[config.mk]
export PLATFORM = sky130hd
export DESIGN_NAME = cpu_status_core_control
export DESIGN_NICKNAME = d
export VERILOG_FILES = /design/src/hdl/cpu_status_pkg.sv /design/src/hdl/flag_event_if.sv /design/src/hdl/alu_flag_calc.sv /design/src/hdl/cpu_status_core_control.sv
export VERILOG_INCLUDE_DIRS = /design/src /design/src/hdl
export SDC_FILE = /design/constraint.sdc
export NUM_CORES = 1
export LEC_CHECK = 0
export ABC_AREA = 1
export BUFFER_PORTS_ARGS = -buffer_cell sky130_fd_sc_hd__buf_2
export CORE_UTILIZATION = 51
export CTS_BUF_LIST = sky130_fd_sc_hd__clkbuf_16
export DETAILED_ROUTE_END_ITERATION = 16
export GPL_TIMING_DRIVEN = 0
export PLACE_DENSITY = 0.88
export SLEW_MARGIN = 20
export SYNTH_ARGS = -nofsm -noshare
export SYNTH_HDL_FRONTEND = slang
export SYNTH_SLANG_ARGS = --single-unit
[constraint.sdc]
create_clock -name hclk -period 3.3 [get_ports hclk]
set_input_delay 0.66 -clock hclk [delete_from_list [all_inputs] [get_ports hclk]]
set_output_delay 0.66 -clock hclk [all_outputs]
set_load 0.01 [all_outputs]
[src/hdl/cpu_status_defines.svh]
// Bit positions, offsets and reset values of the status/control pair.
// Assumes inclusion by bare name from design files.
`ifndef CPU_STATUS_DEFINES_SVH
`define CPU_STATUS_DEFINES_SVH
// ----------------------------------------
// Bus map
// ----------------------------------------
`define ADDR_W      12
`define OFS_FLAGS   12'h000
`define OFS_CTRL    12'h004
`define TRANS_BIT   1
`define RSP_OKAY    1'b0
// ----------------------------------------
// Flags word
// ----------------------------------------
`define B_AOVF      15
`define B_BOVF      14
`define B_ACLIP     13
`define B_BCLIP     12
`define B_ANYOVF    11
`define B_ANYCLIP   10
`define B_LOOP      9
`define B_HCARRY    8
`define B_PRIO_HI   7
`define B_PRIO_LO   5
`define B_REP       4
`define B_NEG       3
`define B_WRAP      2
`define B_ZERO      1
`define B_CARRY     0
// ----------------------------------------
// Control word
// ----------------------------------------
`define B_MULU      12
`define B_EXIT      11
`define B_DEPTH_HI  10
`define B_DEPTH_LO  8
`define B_ACLIPEN   7
`define B_BCLIPEN   6
`define B_STCLIP    5
`define B_SUPER     4
`define B_PTOP      3
`define B_PWIN      2
`define B_ROUND     1
`define B_IMODE     0
`define B_UNUSED_HI 15
`define B_UNUSED_LO 13
`define STCLIP_RST  1'b1
`define PRIO_MAX    3'h7
// ----------------------------------------
// ALU widths
// ----------------------------------------
`define NIB_W       4
`define BYTE_W      8
`define WORD_W      16
`endif

[src/hdl/cpu_status_pkg.sv]
// Types of the status/control register pair.
// Assumes nothing beyond a SystemVerilog compiler.
package cpu_status_pkg;
    typedef struct packed {
        logic        dph_wr;
        logic        dph_flags;
        logic        dph_ctrl;
        logic        ready;
        logic [31:0] hrdata;
        logic        acc_a_overflow;
        logic        acc_b_overflow;
        logic        acc_a_clip_sticky;
        logic        acc_b_clip_sticky;
        logic        loop_running;
        logic        half_carry_flag;
        logic [2:0]  cpu_priority_low_bits;
        logic        repeat_running;
        logic        neg_flag;
        logic        signed_wrap_flag;
        logic        zero_flag;
        logic        carry_flag;
        logic        mult_unsigned_sel;
        logic        loop_early_exit;
        logic [2:0]  loop_nest_depth;
        logic        acc_a_clip_en;
        logic        acc_b_clip_en;
        logic        store_clip_en;
        logic        super_clip_mode;
        logic        cpu_priority_top_bit;
        logic        prog_window_en;
        logic        rounding_mode_sel;
        logic        int_mode_sel;
        logic        irq_blocked;
    } core_st_t;
endpackage : cpu_status_pkg

[src/hdl/flag_event_if.sv]
// Operands in, ALU flags out, between core and flag calculator.
// Assumes both ends on the same clock; purely combinational.
`timescale 1ns/1ps
interface flag_event_if;
    logic [15:0] op_a;
    logic [15:0] op_b;
    logic        op_sub;
    logic        op_byte;
    logic        neg;
    logic        wrap;
    logic        zero;
    logic        carry;
    logic        hcarry;
    modport calc (input op_a, op_b, op_sub, op_byte,
                  output neg, wrap, zero, carry, hcarry);
    modport core (output op_a, op_b, op_sub, op_byte,
                  input neg, wrap, zero, carry, hcarry);
endinterface : flag_event_if
[src/hdl/alu_flag_calc.sv]
// Flag calculator for one add or subtract of the ALU.
// Assumes subtract means a + ~b + 1, so carry reads as no-borrow.
`timescale 1ns/1ps
`include "cpu_status_defines.svh"
module alu_flag_calc (
    flag_event_if.calc fl
);
    logic [15:0] b_eff;
    logic        cin;
    logic [4:0]  s_nib;
    logic [8:0]  s_byte;
    logic [16:0] s_word;
    logic        sgn_a;
    logic        sgn_b;
    logic        sgn_r;

    always_comb
    begin
        b_eff  = fl.op_sub ? ~fl.op_b : fl.op_b;
        cin    = fl.op_sub;
        s_nib  = {1'b0, fl.op_a[`NIB_W-1:0]} + {1'b0, b_eff[`NIB_W-1:0]}
                 + {4'h0, cin};
        s_byte = {1'b0, fl.op_a[`BYTE_W-1:0]} + {1'b0, b_eff[`BYTE_W-1:0]}
                 + {8'h00, cin};
        s_word = {1'b0, fl.op_a} + {1'b0, b_eff} + {16'h0000, cin};
        // Byte ops judge flags on the low byte only
        if (fl.op_byte)
        begin
            sgn_a     = fl.op_a[`BYTE_W-1];
            sgn_b     = b_eff[`BYTE_W-1];
            sgn_r     = s_byte[`BYTE_W-1];
            fl.zero   = (s_byte[`BYTE_W-1:0] == 8'h00);
            fl.carry  = s_byte[`BYTE_W];
            fl.hcarry = s_nib[`NIB_W];
        end
        else
        begin
            sgn_a     = fl.op_a[`WORD_W-1];
            sgn_b     = b_eff[`WORD_W-1];
            sgn_r     = s_word[`WORD_W-1];
            fl.zero   = (s_word[`WORD_W-1:0] == 16'h0000);
            fl.carry  = s_word[`WORD_W];
            fl.hcarry = s_byte[`BYTE_W];
        end
        fl.neg  = sgn_r;
        fl.wrap = (sgn_a == sgn_b) && (sgn_r != sgn_a);
    end
endmodule : alu_flag_calc

[src/hdl/cpu_status_core_control.sv]
// Status and core-control register pair of the processor core.
// Assumes an AHB-Lite master, execution hardware on the same clock.
`timescale 1ns/1ps
`include "cpu_status_defines.svh"
module cpu_status_core_control (
    input  logic        hclk,
    input  logic        hresetn,
    input  logic        clk_en,
    input  logic        hsel,
    input  logic [31:0] haddr,
    input  logic [1:0]  htrans,
    input  logic        hwrite,
    input  logic [2:0]  hsize,
    input  logic [31:0] hwdata,
    input  logic        hready,
    output logic        hreadyout,
    output logic        hresp,
    output logic [31:0] hrdata,
    input  logic        acc_a_ovf,
    input  logic        acc_b_ovf,
    input  logic        acc_a_sat,
    input  logic        acc_b_sat,
    input  logic        loop_run_hw,
    input  logic        repeat_run_hw,
    input  logic [2:0]  nest_depth_hw,
    input  logic        nesting_off,
    input  logic        prio_top_set,
    input  logic        alu_upd,
    input  logic [15:0] alu_a,
    input  logic [15:0] alu_b,
    input  logic        alu_sub,
    input  logic        alu_byte,
    output logic [15:0] cpu_flags_reg,
    output logic        mult_unsigned_sel,
    output logic        loop_early_exit,
    output logic        acc_a_clip_en,
    output logic        acc_b_clip_en,
    output logic        store_clip_en,
    output logic        super_clip_mode,
    output logic        prog_window_en,
    output logic        rounding_mode_sel,
    output logic        int_mode_sel,
    output logic [3:0]  cpu_priority,
    output logic        user_irq_blocked
);
    // ----------------------------------------
    // Word packing
    // ----------------------------------------
    function automatic logic [15:0] pack_flags(cpu_status_pkg::core_st_t s);
        logic [15:0] w;
        w                         = 16'h0000;
        w[`B_AOVF]                = s.acc_a_overflow;
        w[`B_BOVF]                = s.acc_b_overflow;
        w[`B_ACLIP]               = s.acc_a_clip_sticky;
        w[`B_BCLIP]               = s.acc_b_clip_sticky;
        w[`B_ANYOVF]              = s.acc_a_overflow | s.acc_b_overflow;
        w[`B_ANYCLIP]             = s.acc_a_clip_sticky | s.acc_b_clip_sticky;
        w[`B_LOOP]                = s.loop_running;
        w[`B_HCARRY]              = s.half_carry_flag;
        w[`B_PRIO_HI:`B_PRIO_LO]  = s.cpu_priority_low_bits;
        w[`B_REP]                 = s.repeat_running;
        w[`B_NEG]                 = s.neg_flag;
        w[`B_WRAP]                = s.signed_wrap_flag;
        w[`B_ZERO]                = s.zero_flag;
        w[`B_CARRY]               = s.carry_flag;
        return w;
    endfunction : pack_flags

    function automatic logic [15:0] pack_ctrl(cpu_status_pkg::core_st_t s);
        logic [15:0] w;
        w                           = 16'h0000;
        w[`B_MULU]                  = s.mult_unsigned_sel;
        w[`B_EXIT]                  = 1'b0;
        w[`B_DEPTH_HI:`B_DEPTH_LO]  = s.loop_nest_depth;
        w[`B_ACLIPEN]               = s.acc_a_clip_en;
        w[`B_BCLIPEN]               = s.acc_b_clip_en;
        w[`B_STCLIP]                = s.store_clip_en;
        w[`B_SUPER]                 = s.super_clip_mode;
        w[`B_PTOP]                  = s.cpu_priority_top_bit;
        w[`B_PWIN]                  = s.prog_window_en;
        w[`B_ROUND]                 = s.rounding_mode_sel;
        w[`B_IMODE]                 = s.int_mode_sel;
        return w;
    endfunction : pack_ctrl

    // ----------------------------------------
    // Flag calculator
    // ----------------------------------------
    flag_event_if fl ();

    assign fl.op_a    = alu_a;
    assign fl.op_b    = alu_b;
    assign fl.op_sub  = alu_sub;
    assign fl.op_byte = alu_byte;

    alu_flag_calc u_calc (
        .fl (fl.calc)
    );

    // ----------------------------------------
    // Next state
    // ----------------------------------------
    cpu_status_pkg::core_st_t s_q;
    cpu_status_pkg::core_st_t s_d;
    logic                     take;
    logic [15:0]              wd;
    logic                     wr_flags;
    logic                     wr_ctrl;

    always_comb
    begin
        s_d      = s_q;
        wd       = hwdata[15:0];
        wr_flags = s_q.dph_wr && s_q.dph_flags;
        wr_ctrl  = s_q.dph_wr && s_q.dph_ctrl;
        s_d.ready = 1'b1;

        // Hardware-owned levels; bus writes never reach these
        s_d.acc_a_overflow  = acc_a_ovf;
        s_d.acc_b_overflow  = acc_b_ovf;
        s_d.loop_running    = loop_run_hw;
        s_d.repeat_running  = repeat_run_hw;
        s_d.loop_nest_depth = nest_depth_hw;

        // Flags word write; a zero in a clip bit clears it
        if (wr_flags)
        begin
            if (!wd[`B_ACLIP] || !wd[`B_ANYCLIP])
            begin
                s_d.acc_a_clip_sticky = 1'b0;
            end
            if (!wd[`B_BCLIP] || !wd[`B_ANYCLIP])
            begin
                s_d.acc_b_clip_sticky = 1'b0;
            end
            s_d.half_carry_flag  = wd[`B_HCARRY];
            s_d.neg_flag         = wd[`B_NEG];
            s_d.signed_wrap_flag = wd[`B_WRAP];
            s_d.zero_flag        = wd[`B_ZERO];
            s_d.carry_flag       = wd[`B_CARRY];
            if (!nesting_off)
            begin
                s_d.cpu_priority_low_bits = wd[`B_PRIO_HI:`B_PRIO_LO];
            end
        end

        // Control word write
        if (wr_ctrl)
        begin
            s_d.mult_unsigned_sel = wd[`B_MULU];
            s_d.acc_a_clip_en     = wd[`B_ACLIPEN];
            s_d.acc_b_clip_en     = wd[`B_BCLIPEN];
            s_d.store_clip_en     = wd[`B_STCLIP];
            s_d.super_clip_mode   = wd[`B_SUPER];
            s_d.prog_window_en    = wd[`B_PWIN];
            s_d.rounding_mode_sel = wd[`B_ROUND];
            s_d.int_mode_sel      = wd[`B_IMODE];
            if (!wd[`B_PTOP])
            begin
                s_d.cpu_priority_top_bit = 1'b0;
            end
        end
        s_d.loop_early_exit = wr_ctrl && wd[`B_EXIT];

        // Hardware sets come after the bus writes so a same-cycle clear loses
        if (acc_a_sat)
        begin
            s_d.acc_a_clip_sticky = 1'b1;
        end
        if (acc_b_sat)
        begin
            s_d.acc_b_clip_sticky = 1'b1;
        end
        if (prio_top_set)
        begin
            s_d.cpu_priority_top_bit = 1'b1;
        end

        // ALU result beats a software write in the same cycle
        if (alu_upd)
        begin
            s_d.neg_flag         = fl.neg;
            s_d.signed_wrap_flag = fl.wrap;
            s_d.zero_flag        = fl.zero;
            s_d.carry_flag       = fl.carry;
            s_d.half_carry_flag  = fl.hcarry;
        end

        s_d.irq_blocked = s_d.cpu_priority_top_bit ||
                          (s_d.cpu_priority_low_bits == `PRIO_MAX);

        // Address phase; read data built from next state so a
        // read right behind a write sees the written value
        take = hsel && hready && htrans[`TRANS_BIT];
        s_d.dph_wr    = take && hwrite;
        s_d.dph_flags = take && (haddr[`ADDR_W-1:0] == `OFS_FLAGS);
        s_d.dph_ctrl  = take && (haddr[`ADDR_W-1:0] == `OFS_CTRL);
        s_d.hrdata    = 32'h0000_0000;
        if (take && !hwrite && s_d.dph_flags)
        begin
            s_d.hrdata = {16'h0000, pack_flags(s_d)};
        end
        if (take && !hwrite && s_d.dph_ctrl)
        begin
            s_d.hrdata = {16'h0000, pack_ctrl(s_d)};
        end
    end

    // ----------------------------------------
    // State register
    // ----------------------------------------
    always_ff @(posedge hclk or negedge hresetn)
    begin
        if (!hresetn)
        begin
            s_q               <= '0;
            s_q.store_clip_en <= `STCLIP_RST;
            s_q.ready         <= 1'b1;
        end
        else if (clk_en)
        begin
            s_q <= s_d;
        end
    end

    // ----------------------------------------
    // Outputs
    // ----------------------------------------
    // Zero wait states; hsize is ignored, only words are mapped
    assign hreadyout         = s_q.ready;
    assign hresp             = `RSP_OKAY;
    assign hrdata            = s_q.hrdata;
    assign cpu_flags_reg     = pack_flags(s_q);
    assign mult_unsigned_sel = s_q.mult_unsigned_sel;
    assign loop_early_exit   = s_q.loop_early_exit;
    assign acc_a_clip_en     = s_q.acc_a_clip_en;
    assign acc_b_clip_en     = s_q.acc_b_clip_en;
    assign store_clip_en     = s_q.store_clip_en;
    assign super_clip_mode   = s_q.super_clip_mode;
    assign prog_window_en    = s_q.prog_window_en;
    assign rounding_mode_sel = s_q.rounding_mode_sel;
    assign int_mode_sel      = s_q.int_mode_sel;
    assign cpu_priority      = {s_q.cpu_priority_top_bit,
                                s_q.cpu_priority_low_bits};
    assign user_irq_blocked  = s_q.irq_blocked;

    logic [15:0] flags_w;
    logic [15:0] ctrl_w;
    assign flags_w = pack_flags(s_q);
    assign ctrl_w  = pack_ctrl(s_q);
endmodule : cpu_status_core_control

# --- Word level (Yosys, flattened, before mapping) ---
# Cells that the tools add are included.
op_classes:
  addsub: 6
  n_eq_ne: 4
  n_mux: 23
  n_bitwise: 5
  n_reduce_logical: 22
op_table:
  columns: ["operator", "n"]
  rows:
  - ["2-to-1 mux 16 bit", 2]
  - ["2-to-1 mux 32 bit", 1]
  - ["adder 16 x 16 -> 17 bit", 1]
  - ["adder 17 x 1 -> 17 bit", 1]
  - ["zero test 16 bit", 1]
  - ["inverter 16 bit", 1]
  - ["2-to-1 mux 1 bit", 14]
  - ["equality test 12 x 3 -> 1 bit, second input constant", 1]
  - ["logical AND 1 bit", 12]
  - ["zero test 12 bit", 1]
  - ["2-to-1 mux 4 bit", 3]
  - ["adder 8 x 8 -> 9 bit", 1]
  - ["adder 9 x 1 -> 9 bit", 1]
  - ["zero test 8 bit", 1]
  - ["2-to-1 mux 8 bit", 1]
  - ["adder 4 x 4 -> 5 bit", 1]
  - ["adder 5 x 1 -> 5 bit", 1]
  - ["zero test 1 bit", 4]
  - ["bitwise OR 1 bit", 4]
  - ["equality test 3 bit, second input constant", 1]
  - ["logical OR 1 bit", 3]
  - ["2-to-1 mux 3 bit", 1]
  - ["2-to-1 mux 2 bit", 1]
  - ["equality test 1 bit", 1]
  - ["!= test 1 bit", 1]
totals:
  ff_bits: 60
  in_bits: 121
  output_inout_bits: 64
  wordCells: 87

# --- Depth between registers and ports, before layout ---
logic_depth:
  ltp_word: 10
  depth_mapped: 21
  ltp_nobuf: 21

# --- Modules after synthesis ---
# Synthesis repeated with hierarchy kept, for this count alone.
unflattened:
  cells_unflattened: 583
  area_unflattened_um2: 4032.6
by_module_without_submodules:
  columns: ["mod", "instances", "cells_per_inst", "area_each_um2", "seq_area_each_um2"]
  rows:
  - ["cpu_status_core_control", 1, 329, 2673.8, 1102.3]
  - ["alu_flag_calc", 1, 254, 1358.8, 0.0]

# --- Worst setup path before layout ---
# Ideal clock, no wire load.
synth_path:
  path_type: "input port to flip-flop"
  startpoint: "in alu_sub"
  endpoint: "reg s_q, in the netlist hrdata[2]"
  setup_ns: 0.118
  arrival_ns: 2.535
  required_ns: 3.182
  path_slack_ns: 0.647
  path_stages: 18
  n_path_buf: 2
  cell_sequence: "buf_6 buf_2 xor2_1 ha_1 nand2_1 nand2_1 a21oi_2 nor2_1 nor2_1 nand3_1 nand2_1 nand2_1 nand2_1 nand2_1 nand3_1 nand2_1 a21oi_1 nor2_1"
synth_via:
  elab_chain_len: 9
  elab_cells_between_ends: 13
  cone_classes: "add/sub (4); eq/ne (2); mux (6); reduce/logical (1)"
synth_lines:
  columns: ["element", "line_no", "rtl"]
  rows:
  - ["start, declared", "cpu_status_core_control.sv:31", "input logic alu_sub,"]
  - ["2-to-1 mux 16 bit", "alu_flag_calc.sv:19", "b_eff = fl.op_sub ? ~fl.op_b : fl.op_b;"]
  - ["adder 16 x 16 -> 17 bit / adder 8 x 8 -> 9 bit (equally long branches)", "alu_flag_calc.sv:25, alu_flag_calc.sv:23", null]
  - ["adder 17 x 1 -> 17 bit / adder 9 x 1 -> 9 bit (equally long branches)", "alu_flag_calc.sv:25, alu_flag_calc.sv:23", null]
  - ["2-to-1 mux 1 bit", "alu_flag_calc.sv:27", "if (fl.op_byte)"]
  - ["!= test 1 bit", "alu_flag_calc.sv:46", "fl.wrap = (sgn_a == sgn_b) && (sgn_r != sgn_a);"]
  - ["logical AND 1 bit (*)", "alu_flag_calc.sv:46", null]
  - ["2-to-1 mux 4 bit (*)", "cpu_status_core_control.sv:180", "if (alu_upd)"]
  - ["2-to-1 mux 16 bit (*)", "cpu_status_core_control.sv:199", "if (take && !hwrite && s_d.dph_flags)"]
  - ["2-to-1 mux 32 bit (*)", "cpu_status_core_control.sv:203", "if (take && !hwrite && s_d.dph_ctrl)"]
  - ["end, declared", "cpu_status_core_control.sv:103", "cpu_status_pkg::core_st_t s_q;"]
# Mark *: on every way between the ends. The rest lies on a longest branch, timed or not.
# A chain may end at the register's enable or synchronous reset.

# --- Worst setup path in the final report ---
layout_path:
  startpoint: "in alu_sub"
  endpoint: "reg s_q, in the netlist hrdata[1]"
layout_via:
  elab_chain_len: 8
  elab_cells_between_ends: 11
  cone_classes: "add/sub (4); mux (5); reduce/logical (2)"
layout_lines:
  columns: ["element", "line_no"]
  rows:
  - ["2-to-1 mux 16 bit", "alu_flag_calc.sv:19"]
  - ["adder 16 x 16 -> 17 bit / adder 8 x 8 -> 9 bit (equally long branches)", "alu_flag_calc.sv:25, alu_flag_calc.sv:23"]
  - ["adder 17 x 1 -> 17 bit / adder 9 x 1 -> 9 bit (equally long branches)", "alu_flag_calc.sv:25, alu_flag_calc.sv:23"]
  - ["zero test 16 bit / zero test 8 bit (equally long branches)", "alu_flag_calc.sv:41, alu_flag_calc.sv:32"]
  - ["2-to-1 mux 1 bit (*)", "alu_flag_calc.sv:27"]
  - ["2-to-1 mux 4 bit (*)", "cpu_status_core_control.sv:180"]
  - ["2-to-1 mux 16 bit (*)", "cpu_status_core_control.sv:199"]
  - ["2-to-1 mux 32 bit (*)", "cpu_status_core_control.sv:203"]
# Marks and branches as above.

==> impl_metrics.env <==
export IMPL_hold_buffers=0
export IMPL_fp_dieH_um=87.9
export IMPL_yosysSeqAreaShare_pct=29.3
export IMPL_min_path_type="register to register"
export IMPL_viasPerCell=5.11
export IMPL_initial_core_util_pct=54.1
export IMPL_insertedDiodeCount=0
export IMPL_cp_top_family="simple AND/OR/NAND/NOR gates"
export IMPL_grt_total_usage_pct=26.5
export IMPL_cts_tree="done"
export IMPL_grt_start_max_net_pins=45
export IMPL_row_count=30
export IMPL_antenna_found_initial=0
export IMPL_finalCriticalPeriod_ps=2790
export IMPL_vdd_drop_max_uv=215
export IMPL_critPathArrivalTime_ps=3000
export IMPL_io_pins=185
export IMPL_clock_sinks=44
export IMPL_cpMostUsedCell="nand2_1"
export IMPL_fmax_mhz=358
export IMPL_ctsResizeCount=0
export IMPL_dp_hpwl_um=8020
export IMPL_cpPeakStageDelay_ps=320
export IMPL_drive_gt1_share_pct=29.7
export IMPL_clock_skew_ps=3.31
export IMPL_maxSlewViolCount=0
export IMPL_clockBufferDepth=2
export IMPL_yosysTopAreaCell="dfrtp_1"
export IMPL_status="completed"
export IMPL_critical_path_cell_chain="buf_6 > buf_2 > xor2_1 > ha_1 > nand2_1 > inv_1 > nand2_1 > nand2_1 > o21bai_1 > nand2_1 > nand2_1 > nand2_1 > nor2_1 > nand3_1 > nand2_1 > nand2_1 > nand2_1 > nand2_1 > a21oi_2"
export IMPL_yosys_most_used_dff="dfrtp_1"
export IMPL_syn_avg_cell_area_um2=6.98
export IMPL_synthArstFlopShare_pct=100
export IMPL_netlist_area_um2=3760
export IMPL_vias=3984
export IMPL_required_ps=3520
export IMPL_synth_edf_count=0
export IMPL_path_buf_inv=3
export IMPL_yosysTopAreaCellShare_pct=28.6
export IMPL_clockRootBuffer="clkbuf_16"
export IMPL_setup_viol=0
export IMPL_die_w_um=87.9
export IMPL_setup_tns_ps=0
export IMPL_drt_iter0_drc=341
export IMPL_num_nets_final=821
export IMPL_grt_pass1_wl_um=16000
export IMPL_cp_slowest_cell="buf_2"
export IMPL_synth_warnings=0
export IMPL_firstDrtPassIters=5
export IMPL_finalHoldViolCount=0
export IMPL_fillCellCount=616
export IMPL_synth_seq_cells=44
export IMPL_dieArea_um2=7720
export IMPL_end_kind="register"
export IMPL_worst_pin_slew_ps=991
export IMPL_area_delta_synth_final_pct=24.5
export IMPL_slew_limit_headroom_pct=33.9
export IMPL_clkSlewWorstSetupHoldPaths_ps=60
export IMPL_worstSkewPairLatency_ps=280
export IMPL_fin_ws_ps=510
export IMPL_core_region_area_um2=6940
export IMPL_rsz0062_at_grt="false"
export IMPL_drcViolationCount=0
export IMPL_first_global_vias=3620
export IMPL_period_share_pct=84.5
export IMPL_layout_commonest_cell="nand2_1"
export IMPL_synth_area_leaders="dfrtp_1 (29%), nand2_1 (14%), buf_4 (10%)"
export IMPL_largest_reg_flops=16
export IMPL_ys_types=41
export IMPL_port_buffer_count=120
export IMPL_pre_cts_slack_ps=250
export IMPL_numCtsBuffers=5
export IMPL_grt_ovfl_total=0
export IMPL_criticalPathCategory="input port to register"
export IMPL_setup_worst_path_start_class="input port"
export IMPL_wirelength_um=9970
export IMPL_ant_nets=0
export IMPL_static_leakage_power_nw=2.71
export IMPL_globalplace_congestion=0.900
export IMPL_power_density_nw_per_um2=374
export IMPL_worst_path_max_fanout=10
export IMPL_routedWlPerCell_um=12.8
export IMPL_maxCapViolations=0
export IMPL_cts_setup_buffers=0
export IMPL_final_cell_mix="nand2_1 (138), buf_2 (121), inv_1 (66), buf_4 (52), o21ai_0 (45)"
export IMPL_netlist_instances=539
export IMPL_h_tree_depth=2
[kinds of logic after synthesis]
group / after synthesis / share of synthesized area [%]
adder cells (fa/ha/maj): 18 / 6.19
AO/OA/AOI/OAI: 93 / 13.9
other: 2 / 0.200
multiplexers: 5 / 1.33
buffers and inverters: 132 / 18.6
flip-flops: 44 / 29.3
XOR/XNOR: 20 / 4.66
AND/OR/NAND/NOR: 225 / 25.8
[cell type report]
class	instances	area, µm²	share of cell area, %
clock buffer	5	125	2.67
multi-input combinational	379	2020	43.1
clock inverter	3	15.0	0.321
timing repair buffer	120	601	12.8
inverter	68	255	5.45
buffer	64	444	9.49
sequential	44	1100	23.5
tap	96	120	2.57
[metrics by stage]
step | cell area (µm²) | hold slack, ps | utilization, % | std cells | power, W
finish | 4680 | 473 | 67.4 | 779 | 0.00175
floorplan | 3820 | 364 | - | 555 | 0.00107
detailed placement | 4540 | 462 | 65.4 | 771 | 0.00127
global placement | 4540 | 459 | 65.4 | 771 | 0.00125
global route | 4680 | 511 | 67.4 | 779 | 0.00186
CTS | 4680 | 476 | 67.4 | 779 | 0.00174
[layer usage]
metal	track usage, %	routed length (µm)
met4	9.24	243
met3	4.43	818
met5	0	0
met1	33.3	4150
met2	45.9	4760
[worst register-to-register path, delay by kind of cell, from the launching register on]
kind / cells / cell delay [ps]
AO/OA/AOI/OAI: 3 / 630
buffers and inverters: 1 / 100
flip-flops: 1 / 390
AND/OR/NAND/NOR: 2 / 570
[final timing paths]
| path | start | end | slack (ps) | cells after the start |
|---|---|---|---|---|
| max | alu_sub | hrdata[1]$_DFFE_PN0P_ | 510 | 19 |
| min | cpu_flags_reg[9]$_DFFE_PN0P_ | cpu_flags_reg[9]$_DFFE_PN0P_ | 470 | 2 |
| max reg2reg | s_q[63]$_DFFE_PN0P_ | user_irq_blocked$_DFFE_PN0P_ | 1510 | 6 |
| min reg2reg | cpu_flags_reg[9]$_DFFE_PN0P_ | cpu_flags_reg[9]$_DFFE_PN0P_ | 470 | 2 |
| max in group asynchronous | hresetn | s_q[62]$_DFFE_PN0P_ | 2140 | 1 |
| min in group asynchronous | hresetn | hrdata[9]$_DFFE_PN0P_ | 540 | 1 |
[cells in the mapped netlist (all sizes together), types with 5 or more instances]
cell,count
nand3,32
o21ai,45
xor2,17
clkbuf,9
inv,68
dfrtp,43
a21oi,32
mux2i,5
buf,55
nand2,147
ha,17
nor2,36
[where the power goes]
group / switching (W) / leakage, nW / internal, W
clock network: 0.000201 / 0.0687 / 0.000275
registers: 0.0000307 / 0.575 / 0.000585
logic: 0.000384 / 2.07 / 0.000275
total: 0.000616 / 2.71 / 0.00113
No activity file was read; power rests on OpenSTA's default activity.
